**config.mk**
```make
export PLATFORM = sky130hd
export DESIGN_NAME = ccrd_top
export DESIGN_NICKNAME = d
export VERILOG_FILES = /design/src/verilog/ccrd_sel4.v /design/src/verilog/ccrd_cfg_store.v /design/src/verilog/ccrd_top.v
export VERILOG_INCLUDE_DIRS = /design/src /design/src/pkg
export SDC_FILE = /design/constraint.sdc
export NUM_CORES = 1
export LEC_CHECK = 0
export ABC_AREA = 0
export BUFFER_PORTS_ARGS = -buffer_cell sky130_fd_sc_hd__buf_4
export CORE_MARGIN = 5
export CORE_UTILIZATION = 45
export CTS_CLUSTER_SIZE = 14
export DETAILED_ROUTE_END_ITERATION = 8
export PLACE_DENSITY_LB_ADDON = 0.12
export SLEW_MARGIN = 10
export SYNTH_ARGS = -nofsm -noshare
export SYNTH_HDL_FRONTEND = slang
export SYNTH_SLANG_ARGS = --single-unit
```
**constraint.sdc**
```tcl
create_clock -name clk_sys_i -period 2.31 [get_ports clk_sys_i]
set_clock_uncertainty 0.2 [all_clocks]
set_input_delay 0.231 -clock clk_sys_i [delete_from_list [all_inputs] [get_ports clk_sys_i]]
set_output_delay 0.231 -clock clk_sys_i [all_outputs]
set_load 0.1 [all_outputs]
```
**src/pkg/ccrd_map.vh**
```
// Constants for the column clock and reset distribution block
`ifndef CCRD_MAP_VH
`define CCRD_MAP_VH

// =============================================================
// Selector source codes (clock and reset alike)
`define CCRD_SEL_W          2
`define CCRD_SEL_GLOBAL     2'h0
`define CCRD_SEL_EXPRESS    2'h1
`define CCRD_SEL_CELL       2'h2
`define CCRD_SEL_OFF        2'h3

// =============================================================
// Reset values of the selector storage
`define CCRD_CLK_SEL_RST    2'h3
`define CCRD_RST_SEL_RST    2'h0

// =============================================================
// Timing
`define CCRD_CLK_PERIOD_NS  50
`define CCRD_PWRUP_NS       1000
`define CCRD_PWRUP_CYC      ((`CCRD_PWRUP_NS + `CCRD_CLK_PERIOD_NS - 1) / `CCRD_CLK_PERIOD_NS)

`endif

```
**src/verilog/ccrd_sel4.v**
```verilog
// Four-way source selector with a constant-one input
`timescale 1ns/1ps
`default_nettype none
`include "ccrd_map.vh"

module ccrd_sel4 (
  input  wire       src_global_i,
  input  wire       src_express_i,
  input  wire       src_cell_i,
  input  wire [1:0] sel_i,
  output reg        out_o
);

  // =============================================================
  // Source mux
  always @* begin
    case (sel_i)
      `CCRD_SEL_GLOBAL:  out_o = src_global_i;
      `CCRD_SEL_EXPRESS: out_o = src_express_i;
      `CCRD_SEL_CELL:    out_o = src_cell_i;
      default:           out_o = 1'b1;
    endcase
  end

endmodule
`default_nettype wire

```
**src/verilog/ccrd_cfg_store.v**
```verilog
// Per-column selector storage, one two-bit field per column
`timescale 1ns/1ps
`default_nettype none
`include "ccrd_map.vh"

module ccrd_cfg_store #(
  parameter       NCOL  = 8,
  parameter       IDX_W = 3,
  parameter [1:0] RST_V = 2'h0
) (
  input  wire                clk_sys_i,
  input  wire                arst_n_i,
  input  wire                we_i,
  input  wire [IDX_W-1:0]    idx_i,
  input  wire [1:0]          din_i,
  output wire [2*NCOL-1:0]   q_o
);

  reg [1:0] field_reg [0:NCOL-1];
  integer   k;
  genvar    g;

  // =============================================================
  // Storage, written only by the owning column index
  always @(posedge clk_sys_i or negedge arst_n_i) begin
    if (!arst_n_i) begin
      for (k = 0; k < NCOL; k = k + 1) begin
        field_reg[k] <= RST_V;
      end
    end else if (we_i) begin
      field_reg[idx_i] <= din_i;
    end
  end

  generate
    for (g = 0; g < NCOL; g = g + 1) begin : g_flat
      assign q_o[2*g+1:2*g] = field_reg[g];
    end
  endgenerate

endmodule
`default_nettype wire

```
**src/verilog/ccrd_top.v**
```verilog
// Column clock and asynchronous reset distribution, top level
//
// Notes on behaviour
// - Per-column clock selector, four sources
// - Column clock selections are independent
// - Constant one stops that column's clock
// - Global clock feeds upper corner inputs
// - Express bus shares a secondary clock
// - Column reset acts without the clock
// - Per-column reset selector, four sources
// - Column reset selections are independent
// - Constant one means column reset only by power-up clear
// - Global reset feeds lower corner inputs
// - Express bus shares a secondary reset
// - Power-up clears every cell register
`timescale 1ns/1ps
`default_nettype none
`include "ccrd_map.vh"

module ccrd_top #(
  parameter NCOL  = 8,
  parameter IDX_W = 3,
  parameter CNT_W = 8
) (
  input  wire              clk_sys_i,
  input  wire              arst_n_i,
  input  wire              glb_clk_pin_i,
  input  wire              glb_rst_n_pin_i,
  input  wire [NCOL-1:0]   express_top_i,
  input  wire [NCOL-1:0]   express_bot_i,
  input  wire [NCOL-1:0]   head_cell_a_i,
  input  wire [NCOL-1:0]   foot_cell_a_i,
  input  wire              array_run_i,
  input  wire              cfg_wr_i,
  input  wire [IDX_W-1:0]  cfg_col_i,
  input  wire [1:0]        cfg_clk_sel_i,
  input  wire [1:0]        cfg_rst_sel_i,
  input  wire [IDX_W-1:0]  cfg_rd_col_i,
  output wire [NCOL-1:0]   col_clk_o,
  output wire [NCOL-1:0]   col_rst_n_o,
  output wire              upper_left_corner_clock_input_o,
  output wire              upper_right_corner_clock_input_o,
  output wire              lower_left_corner_reset_input_o,
  output wire              lower_right_corner_reset_input_o,
  output reg  [1:0]        cfg_rd_clk_sel_o,
  output reg  [1:0]        cfg_rd_rst_sel_o,
  output reg               cfg_wr_err_o,
  output reg  [NCOL-1:0]   col_clk_off_o,
  output reg  [NCOL-1:0]   col_rst_off_o,
  output wire              pwrup_busy_o
);

  localparam integer     PWRUP_LAST_I = `CCRD_PWRUP_CYC - 1;
  localparam [CNT_W-1:0] PWRUP_LAST   = PWRUP_LAST_I[CNT_W-1:0];

  wire [2*NCOL-1:0] clk_sel_flat;
  wire [2*NCOL-1:0] rst_sel_flat;
  wire [NCOL-1:0]   col_rst_sel_n;
  wire              cfg_ok;
  wire              pwrup_hold;
  reg               pwrup_busy_reg;
  reg  [CNT_W-1:0]  pwrup_cnt_reg;
  reg  [CNT_W-1:0]  pwrup_cnt_next;
  reg  [NCOL-1:0]   clk_off_next;
  reg  [NCOL-1:0]   rst_off_next;
  integer           c;
  genvar            g;

  // =============================================================
  // Helpers
  function col_valid;
    input [IDX_W-1:0] idx;
    begin
      col_valid = ({1'b0, idx} < NCOL);
    end
  endfunction

  function [1:0] field_at;
    input [2*NCOL-1:0] flat;
    input [IDX_W-1:0]  idx;
    integer j;
    begin
      field_at = 2'h0;
      for (j = 0; j < NCOL; j = j + 1) begin
        if (idx == j[IDX_W-1:0]) begin
          field_at = flat[2*j+1 -: 2];
        end
      end
    end
  endfunction

  // =============================================================
  // Configuration storage, locked while the array runs
  assign cfg_ok = cfg_wr_i && !array_run_i && col_valid(cfg_col_i);

  ccrd_cfg_store #(
    .NCOL  (NCOL),
    .IDX_W (IDX_W),
    .RST_V (`CCRD_CLK_SEL_RST)
  ) u_clk_store (
    .clk_sys_i (clk_sys_i),
    .arst_n_i  (arst_n_i),
    .we_i      (cfg_ok),
    .idx_i     (cfg_col_i),
    .din_i     (cfg_clk_sel_i),
    .q_o       (clk_sel_flat)
  );

  ccrd_cfg_store #(
    .NCOL  (NCOL),
    .IDX_W (IDX_W),
    .RST_V (`CCRD_RST_SEL_RST)
  ) u_rst_store (
    .clk_sys_i (clk_sys_i),
    .arst_n_i  (arst_n_i),
    .we_i      (cfg_ok),
    .idx_i     (cfg_col_i),
    .din_i     (cfg_rst_sel_i),
    .q_o       (rst_sel_flat)
  );

  // =============================================================
  // Power-up clear stretch
  always @* begin
    pwrup_cnt_next = pwrup_cnt_reg;
    if (pwrup_busy_reg) begin
      pwrup_cnt_next = pwrup_cnt_reg + {{(CNT_W-1){1'b0}}, 1'b1};
    end
  end

  always @(posedge clk_sys_i or negedge arst_n_i) begin
    if (!arst_n_i) begin
      pwrup_cnt_reg  <= {CNT_W{1'b0}};
      pwrup_busy_reg <= 1'b1;
    end else begin
      pwrup_cnt_reg <= pwrup_cnt_next;
      if (pwrup_busy_reg && (pwrup_cnt_reg == PWRUP_LAST)) begin
        pwrup_busy_reg <= 1'b0;
      end
    end
  end

  assign pwrup_hold   = !arst_n_i || pwrup_busy_reg;
  assign pwrup_busy_o = pwrup_hold;

  // =============================================================
  // Column selectors
  generate
    for (g = 0; g < NCOL; g = g + 1) begin : g_col
      // Own selector per column, express bus as second clock
      ccrd_sel4 u_clk_sel (
        .src_global_i  (glb_clk_pin_i),
        .src_express_i (express_top_i[g]),
        .src_cell_i    (head_cell_a_i[g]),
        .sel_i         (clk_sel_flat[2*g+1:2*g]),
        .out_o         (col_clk_o[g])
      );

      // Own reset selector per column
      ccrd_sel4 u_rst_sel (
        .src_global_i  (glb_rst_n_pin_i),
        .src_express_i (express_bot_i[g]),
        .src_cell_i    (foot_cell_a_i[g]),
        .sel_i         (rst_sel_flat[2*g+1:2*g]),
        .out_o         (col_rst_sel_n[g])
      );

      // Unclocked path, power-up clear overrides
      assign col_rst_n_o[g] = col_rst_sel_n[g] && !pwrup_hold;
    end
  endgenerate

  // =============================================================
  // Corner cell feeds
  assign upper_left_corner_clock_input_o  = glb_clk_pin_i;
  assign upper_right_corner_clock_input_o = glb_clk_pin_i;
  assign lower_left_corner_reset_input_o  = glb_rst_n_pin_i;
  assign lower_right_corner_reset_input_o = glb_rst_n_pin_i;

  // =============================================================
  // Status and readback
  always @* begin
    clk_off_next = {NCOL{1'b0}};
    rst_off_next = {NCOL{1'b0}};
    for (c = 0; c < NCOL; c = c + 1) begin
      clk_off_next[c] = (clk_sel_flat[2*c+1 -: 2] == `CCRD_SEL_OFF);
      rst_off_next[c] = (rst_sel_flat[2*c+1 -: 2] == `CCRD_SEL_OFF);
    end
  end

  always @(posedge clk_sys_i or negedge arst_n_i) begin
    if (!arst_n_i) begin
      cfg_rd_clk_sel_o <= `CCRD_CLK_SEL_RST;
      cfg_rd_rst_sel_o <= `CCRD_RST_SEL_RST;
      cfg_wr_err_o     <= 1'b0;
      col_clk_off_o    <= {NCOL{1'b0}};
      col_rst_off_o    <= {NCOL{1'b0}};
    end else begin
      cfg_rd_clk_sel_o <= field_at(clk_sel_flat, cfg_rd_col_i);
      cfg_rd_rst_sel_o <= field_at(rst_sel_flat, cfg_rd_col_i);
      cfg_wr_err_o     <= cfg_wr_i && !cfg_ok;
      col_clk_off_o    <= clk_off_next;
      col_rst_off_o    <= rst_off_next;
    end
  end

endmodule
`default_nettype wire

```
==> impl_metrics.json, run 1 <==
{
  "status": "finished, final reports clean",
  "netlist_instances": 250,
  "vias": 2260,
  "root_buffer": "clkbuf_8",
  "antenna_left": 0,
  "die_w_um": 93.54,
  "synth_warnings": 0,
  "ioPinCount": 90,
  "drtIter0Drc": 46,
  "syn_area_um2": 3141,
  "portBuffers": 89,
  "min_to": "u_rst_store.q_o[10]",
  "dpl.hpwl_um": 5099,
  "core_area_um2": 6794,
  "total_power_mw": 4.428,
  "rows": 30,
  "h-tree-depth": 3,
  "setup_tns_ns": 0,
  "synth.net_count": 299,
  "gr-total-overflow": 0,
  "hp-class": "in2reg",
  "final_hold_viol_count": 0,
  "diodes": 0,
  "p_leak_nw": 1.898,
  "antenna_found_initial": 0,
  "drc_errors": 0,
  "gp_congestion": 0.7973,
  "clockBufferDepth": 2,
  "start_util_pct": 46.22,
  "track_usage_pct": 17.15,
  "via_per_inst": 5.113,
  "grt_pass1_wl_um": 11610,
  "register_area_um2": 1575,
  "first_pass_iters": 4,
  "insertion_delay_ns": 0.33,
  "finalCriticalPeriod_ns": 2.209,
  "r2r-start": "pwrup_busy_reg",
  "slew_headroom_pct": 48.10,
  "tightest_slew_ns": 0.7786,
  "fill_cells": 551,
  "final_cell_mix": "90 x buf_4, 43 x dfrtp_1, 36 x mux2_2",
  "seq_area_frac_synth_pct": 50.16,
  "crit_path_end_kind": "output pin",
  "setup_violations": 0,
  "hold_path_depth": 2,
  "cts_buffers": 9,
  "routed_wl_um": 7140,
  "fin_crit_sh_pct": 95.65,
  "cp-start-kind": "input port",
  "rrSetupSlack_ns": 0.71,
  "fmax_mhz": 452.6,
  "worstPathRequired_ns": 1.88,
  "arrival_ns": 1.78,
  "r2r-end": "pwrup_cnt_reg[7]",
  "clkSlewWorstSetupHoldPaths_ns": 0.07,
  "multi_input_area_um2": 1529,
  "rsz0062_at_grt": "no",
  "clock_sinks": 62,
  "ir_worst_vdd_mv": 0.5827,
  "slew_violations": 0,
  "worstSetupPathType": "in2out",
  "die-height_um": 93.54,
  "reg2regPathDepth": 4,
  "ys_types": 34,
  "area_delta_synth_final_pct": 34.02,
  "cts_setup_buffers": 0,
  "cts_tree": "done",
  "path_max_fanout": 7,
  "drive_above_1_share_pct": 51.73,
  "final_common_cell": "buf_4",
  "powerDensity_nw_per_um2": 1052,
  "holdCritStartpoint": "cfg_rst_sel_i[0]",
  "syn_avg_cell_area_um2": 12.56,
  "grt_max_degree": 63,
  "die_area_um2": 8750,
  "ys_ff_latch": 62,
  "fin_nets": 390,
  "route.detailed.wl_per_inst_um": 16.15,
  "grt_pass1_vias": 2311,
  "drv_cap": 0
}
==> worst max-delay path by stage <==
| stage | slack, ns | end | start | depth (start not counted) |
|---|---|---|---|---|
| CTS | 0.09 | pwrup_busy_o | pwrup_busy_reg | 3 |
| floorplan | 0.08 | col_rst_n_o[4] | pwrup_busy_reg | 4 |
| global route | 0.02 | col_rst_n_o[6] | arst_n_i | 6 |
| global placement | 0.48 | pwrup_busy_o | pwrup_busy_reg | 3 |
| finish | 0.10 | col_rst_n_o[2] | arst_n_i | 6 |
| detailed placement | 0.46 | pwrup_busy_o | pwrup_busy_reg | 3 |
==> per-stage QoR <==
stage | cell area, µm² | util [%] | instances | setup slack (ns) | hold WS, ns
floorplan | 3251 | - | 250 | 0.08330 | -0.2646
global placement | 3920 | 57.70 | 419 | 0.4848 | 0.2669
detailed placement | 3920 | 57.70 | 419 | 0.4572 | 0.2687
CTS | 4199 | 61.80 | 441 | 0.09195 | 0.001522
global route | 4209 | 61.95 | 442 | 0.02247 | 0.01857
finish | 4209 | 61.95 | 442 | 0.1005 | 0.02817
==> cell type report <==
type / instances / area share (%)
flip-flops and latches: 62 / 37.43
multi-input cells: 170 / 36.33
repair buffers: 98 / 18.19
clock buffers: 13 / 4.251
well taps: 96 / 2.854
clock inverters: 3 / 0.9512
==> kinds of logic (layout without fill, tap and decap cells) <==
| family | after synthesis | after routing | share of synthesized area (%) |
|---|---|---|---|
| AOI/OAI and AO/OA | 43 | 43 | 10.08 |
| muxes | 43 | 43 | 18.29 |
| and+or+nand+nor | 76 | 76 | 14.78 |
| xor gates and xnor gates | 7 | 7 | 1.952 |
| buffers and inverters | 18 | 114 | 4.342 |
| adders and majority gates | 1 | 1 | 0.3983 |
| DFF | 62 | 62 | 50.16 |
==> what timing repair did <==
item                      in CTS  in global routing
hold buffers                   6                  1
resized for setup              0                  0
hold endpoints to repair      50                  1
==> worst max-delay path, stage by stage <==
cell	delay, ns
dlygate4sd3_1	0.52
buf_4	0.12
nand2b_1	0.20
buf_12	0.23
a211oi_4	0.14
buf_4	0.32
==> routing by layer <==
layer  up-vias  global-route usage, %  part of all wire [%]  wire (µm)
li1       1081                      -                     -          -
met1      1108                  23.02                    46       3304
met2        63                  26.86                    46       3291
met3         8                  5.390                   6.5        464
met4         0                  4.693                   1.1         79
met5         -                      0                     0          0
==> power by group <==
group	internal [mW]	switching [mW]
Clock	0.613	0.403
Combinational	0.529	1.32
Sequential	1.34	0.221
Total	2.48	1.94
==> synthesized netlist by cell type (all sizes together) <==
| library cell | number | area [µm²] |
|---|---|---|
| xnor2 | 5 | 43.79 |
| mux4 | 6 | 157.7 |
| nand2 | 6 | 22.52 |
| nand3b | 3 | 35.03 |
| and2 | 17 | 106.4 |
| and4 | 1 | 8.760 |
| mux2 | 37 | 416.7 |
| o41a | 1 | 11.26 |
| xor2 | 2 | 17.52 |
| and2b | 1 | 8.760 |
| and3 | 2 | 12.51 |
| buf | 15 | 113.9 |
| nand4 | 2 | 12.51 |
| dfrtp | 43 | 1076 |
| nand3 | 2 | 10.01 |
| ha | 1 | 12.51 |
| nor2 | 21 | 78.83 |
| a221oi | 4 | 47.55 |
| o21ai | 4 | 27.53 |
| dfstp | 19 | 499.2 |
| nand2b | 2 | 12.51 |
| a211oi | 24 | 180.2 |
| nor2b | 16 | 100.1 |
| a21oi | 10 | 50.05 |
| nor3b | 3 | 56.30 |
| clkbuf | 3 | 22.51 |
Power figures use the tool's default switching activity.
==> run 2, diff against run 1 <==
GPL_TIMING_DRIVEN = 0   (was unset)
PLACE_DENSITY = 0.69   (was unset)
PLACE_DENSITY_LB_ADDON = unset   (was 0.12)
==> run 2 against run 1 <==
First-iteration DRC count increased by 59%. Cell area increased by 2.7%. Non-clock buffer count increased by 16. Power decreased by 3.0%. Routed wire length increased by 2.7%. Worst setup slack improved by 0.037 ns. Combinational power increased by 4%. Global-route usage decreased by 0.42 points. Clock power decreased by 21%. Via count increased by 3.1%. Sequential share of layout area decreased by 0.99 points. Largest cell class unchanged.
==> impl_metrics.json, run 2 (synthesis results as in run 1) <==
{
  "insertion_delay_ns": 0.32,
  "area_delta_synth_final_pct": 37.65,
  "route.detailed.wl_per_inst_um": 16.01,
  "drc_errors": 0,
  "cts_tree": "done",
  "h-tree-depth": 3,
  "holdWs_ns": 0.01837,
  "drive_above_1_share_pct": 53.31,
  "fill_cells": 558,
  "multi_input_area_um2": 1529,
  "cts_setup_buffers": 0,
  "critPathTopFamily": "buffers and inverters",
  "clockBufferDepth": 2,
  "worstPathCellList": "clkbuf_2 > nand2b_1 > clkbuf_8 > a211oi_4 > buf_4",
  "portBuffers": 88,
  "busiest_layer": "met2",
  "dpl.hpwl_um": 5283,
  "antenna_left": 0,
  "powerDensity_nw_per_um2": 993.3,
  "tightest_slew_ns": 0.4215,
  "clkSlewWorstSetupHoldPaths_ns": 0.06,
  "antenna_found_initial": 0,
  "cp_num_cells": 5,
  "met1_usage_pct": 21.14,
  "die-height_um": 93.54,
  "hp-class": "in2reg",
  "core_area_um2": 6794,
  "rsz0062_at_grt": "no",
  "fin_nets": 406,
  "start_util_pct": 46.22,
  "cp-start-kind": "flip-flop",
  "path_max_fanout": 9,
  "status": "finished, final reports clean",
  "die_w_um": 93.54,
  "worstPathRequired_ns": 1.88,
  "fin_crit_sh_pct": 94.06,
  "vias": 2331,
  "worstSetupPathType": "reg2out",
  "grt_pass1_vias": 2275,
  "finalCriticalPeriod_ns": 2.173,
  "first_pass_iters": 4,
  "p_leak_nw": 1.968,
  "critical_path_buf_inv_count": 3,
  "crit_slowest_cell": "dfstp_2",
  "root_buffer": "clkbuf_8",
  "grt_pass1_wl_um": 11250,
  "slowest_delay_ns": 0.36,
  "die_area_um2": 8750,
  "drv_cap": 0,
  "register_area_um2": 1575,
  "hold_path_depth": 2,
  "gr-total-overflow": 0,
  "drtIter0Drc": 73,
  "grt_use_met3_pct": 4.103,
  "arrival_ns": 1.74,
  "cts_buffers": 9,
  "slew_violations": 0,
  "diodes": 0,
  "gp_congestion": 0.7772,
  "clock_sinks": 62,
  "reg2regPathDepth": 5,
  "final_hold_viol_count": 0,
  "grt_max_degree": 64,
  "fmax_mhz": 460.2,
  "track_usage_pct": 16.73,
  "setup_violations": 0,
  "final_cell_mix": "100 x buf_4, 43 x dfrtp_1, 36 x mux2_2",
  "via_per_inst": 5.090,
  "crit_path_end_kind": "output pin",
  "rows": 30,
  "slew_headroom_pct": 71.79,
  "routed_wl_um": 7331,
  "gr-usage-met2_pct": 27.04,
  "final_common_cell": "buf_4",
  "setup_tns_ns": 0,
  "ir_worst_vdd_mv": 0.4537,
  "ioPinCount": 90
}
## run 2: timing repair
item,in CTS,in global routing
gates resized for setup,0,1
setup endpoints to repair,0,8
hold buffers,4,4
endpoints found under the hold margin,47,43
## run 2: through the flow
step	power (mW)	area (µm²)	setup slack, ns	instances	utilization (%)
3_5_place_dp	3.499	4031	0.05351	434	59.34
2_1_floorplan	3.058	3251	0.08330	250	-
3_3_place_gp	3.467	4031	0.06585	434	59.34
6_report	4.294	4323	0.1372	458	63.63
4_1_cts	4.310	4234	0.05493	454	62.32
5_1_grt	4.491	4323	0.06404	458	63.63
## run 2: path summary, 6_finish.rpt
check	slack, ns	from	end
worst max-delay path	0.14	pwrup_busy_reg	col_rst_n_o[4]
worst min-delay path	0.02	cfg_rst_sel_i[0]	u_rst_store.q_o[10]
worst max register to register	0.62	pwrup_busy_reg	pwrup_cnt_reg[7]
worst min register to register	0.28	pwrup_cnt_reg[7]	pwrup_cnt_reg[7]
max in group asynchronous	1.18	arst_n_i	u_rst_store.q_o[8]
min in group asynchronous	0.40	arst_n_i	cfg_rd_clk_sel_o[1]
## run 2: routing by layer
metal,routed length [µm],up-vias
met2,3639,55
li1,-,1113
met5,0,-
met3,389,12
met4,137,0
met1,3164,1151
## run 2: area by class of cell
class,count,area share (%)
sequential,62,36.44
multi-input combinational,170,35.37
timing repair buffer,96,18.26
clock buffer,14,3.531
buffer,18,3.386
tap,96,2.779
clock inverter,2,0.2315
## run 2: power breakdown
| group | leakage (nW) | switching, mW | internal [mW] |
|---|---|---|---|
| combinational | 1.12 | 1.33 | 0.593 |
| sequential | 0.760 | 0.222 | 1.34 |
| clock | 0.0844 | 0.385 | 0.417 |
| total | 1.97 | 1.94 | 2.35 |
==> run 3, diff against run 2 <==
CTS_BUF_LIST = sky130_fd_sc_hd__clkbuf_8   (was unset)
==> run 3 against run 2 <==
Worst hold slack about the same. Core utilization unchanged. Cell area unchanged. Sequential share of layout area unchanged. Critical endpoint unchanged. Critical path depth unchanged.
==> impl_metrics.json, run 3 (synthesis results as in run 1) <==
{
  "die-height_um": 93.54,
  "worstPathRequired_ns": 1.88,
  "tightest_slew_ns": 0.4208,
  "ir_worst_vdd_mv": 0.4540,
  "holdCritStartpoint": "cfg_rst_sel_i[0]",
  "setup_violations": 0,
  "worstSetupPathType": "reg2out",
  "grt_pass1_wl_um": 11250,
  "root_buffer": "clkbuf_8",
  "final_hold_viol_count": 0,
  "area_delta_synth_final_pct": 37.65,
  "fill_cells": 558,
  "crit_path_end_kind": "output pin",
  "first_pass_iters": 4,
  "rsz0062_at_grt": "no",
  "portBuffers": 88,
  "combPwrFrac_pct": 45.1,
  "internal_power_mw": 2.334,
  "reg2regPathDepth": 5,
  "r2r-start": "pwrup_busy_reg",
  "fin_crit_sh_pct": 94.06,
  "gr-total-overflow": 0,
  "cts_tree": "done",
  "slew_headroom_pct": 71.84,
  "drv_cap": 0,
  "track_usage_pct": 16.73,
  "insertion_delay_ns": 0.32,
  "die_area_um2": 8750,
  "p_leak_nw": 1.985,
  "dp_slack_ns": 0.05351,
  "clock_sinks": 62,
  "fin_nets": 406,
  "drtIter0Drc": 75,
  "cts_buffers": 9,
  "final.setup.worst_slack_ns": 0.1373,
  "ioPinCount": 90,
  "rows": 30,
  "die_w_um": 93.54,
  "rrSetupSlack_ns": 0.62,
  "clkSlewWorstSetupHoldPaths_ns": 0.07,
  "route.detailed.wl_per_inst_um": 15.99,
  "core_area_um2": 6794,
  "multi_input_area_um2": 1529,
  "clockPowerShare_pct": 18.3,
  "seq_power_share_pct": 36.6,
  "switchingPower_mw": 1.941,
  "diodes": 0,
  "dp_cells": 434,
  "grt_pass1_vias": 2275,
  "min_to": "u_rst_store.q_o[4]",
  "fin_util_pct": 63.63,
  "clockBufferDepth": 2,
  "grt_max_degree": 64,
  "vias": 2344,
  "cts_setup_buffers": 0,
  "dpl.hpwl_um": 5283,
  "setup_tns_ns": 0,
  "finalCriticalPeriod_ns": 2.173,
  "total_power_mw": 4.275,
  "hp-class": "in2reg",
  "status": "finished, final reports clean",
  "antenna_found_initial": 0,
  "hold_path_depth": 2,
  "post-route-cell-area_um2": 4323,
  "final_common_cell": "buf_4",
  "powerDensity_nw_per_um2": 988.9,
  "drc_errors": 0,
  "fmax_mhz": 460.3,
  "sw_frac_of_total_pct": 45.40,
  "drive_above_1_share_pct": 53.31,
  "cp-start-kind": "flip-flop",
  "path_max_fanout": 9,
  "h-tree-depth": 3,
  "finalNonFillerCells": 458,
  "via_per_inst": 5.118,
  "start_util_pct": 46.22,
  "register_area_um2": 1575,
  "place_area_um2": 4031,
  "holdWs_ns": 0.01821,
  "arrival_ns": 1.74,
  "gp_congestion": 0.7772,
  "r2r-end": "pwrup_cnt_reg[7]",
  "slew_violations": 0,
  "routed_wl_um": 7323,
  "final_cell_mix": "100 x buf_4, 43 x dfrtp_1, 36 x mux2_2",
  "antenna_left": 0
}
-- run 3: cell count changes in the layout (fill, tap and decap cells not counted), sizes merged --
| cell | before | now |
|---|---|---|
| clkbuf | 17 | 13 |
| inv | 0 | 4 |
-- run 3: per-layer routing --
metal | GRT usage (%) | vias up | part of all wire, %
met4 | 7.702 | 0 | 1.9
met3 | 4.103 | 12 | 5.4
met2 | 27.04 | 59 | 50
li1 | - | 1113 | -
met1 | 21.14 | 1160 | 43
met5 | 0 | - | 0
-- run 3: final cells by class --
| cell class | instances | area share [%] |
|---|---|---|
| plain buffers | 18 | 3.386 |
| clock buffers | 10 | 3.184 |
| clock inverters | 6 | 0.5789 |
| multi-input cells | 170 | 35.37 |
| flip-flops and latches | 62 | 36.44 |
| well taps | 96 | 2.779 |
| repair buffers | 96 | 18.26 |
-- run 3: repair_timing --
item | in CTS | in global routing
hold buffers | 4 | 4
gates resized for setup | 0 | 1
hold endpoints to repair | 47 | 43
setup endpoints to repair | 0 | 8
-- run 3: power groups by stage --
stage / Combinational, mW / Clock, mW / Sequential (mW)
after global routing: 2.01 / 0.861 / 1.60
after global placement: 1.89 / 0 / 1.58
after detailed placement: 1.91 / 0 / 1.59
after CTS: 1.92 / 0.805 / 1.57
final: 1.93 / 0.783 / 1.56
after floorplan: 1.04 / 0 / 2.02
-- run 3: worst max-delay path by stage --
stage                   startpoint              to  slack (ns)
CTS                       arst_n_i  col_rst_n_o[4]        0.05
detailed placement        arst_n_i  col_rst_n_o[4]        0.05
floorplan           pwrup_busy_reg  col_rst_n_o[4]        0.08
global placement          arst_n_i  col_rst_n_o[4]        0.07
finish              pwrup_busy_reg  col_rst_n_o[4]        0.14
global route        pwrup_busy_reg  col_rst_n_o[4]        0.06
-- run 3: worst max-delay path, cell delays in order (launching register included) --
cell,delay [ns]
dfstp_2,0.36
clkbuf_2,0.15
nand2b_1,0.17
clkbuf_8,0.20
a211oi_4,0.22
buf_4,0.32
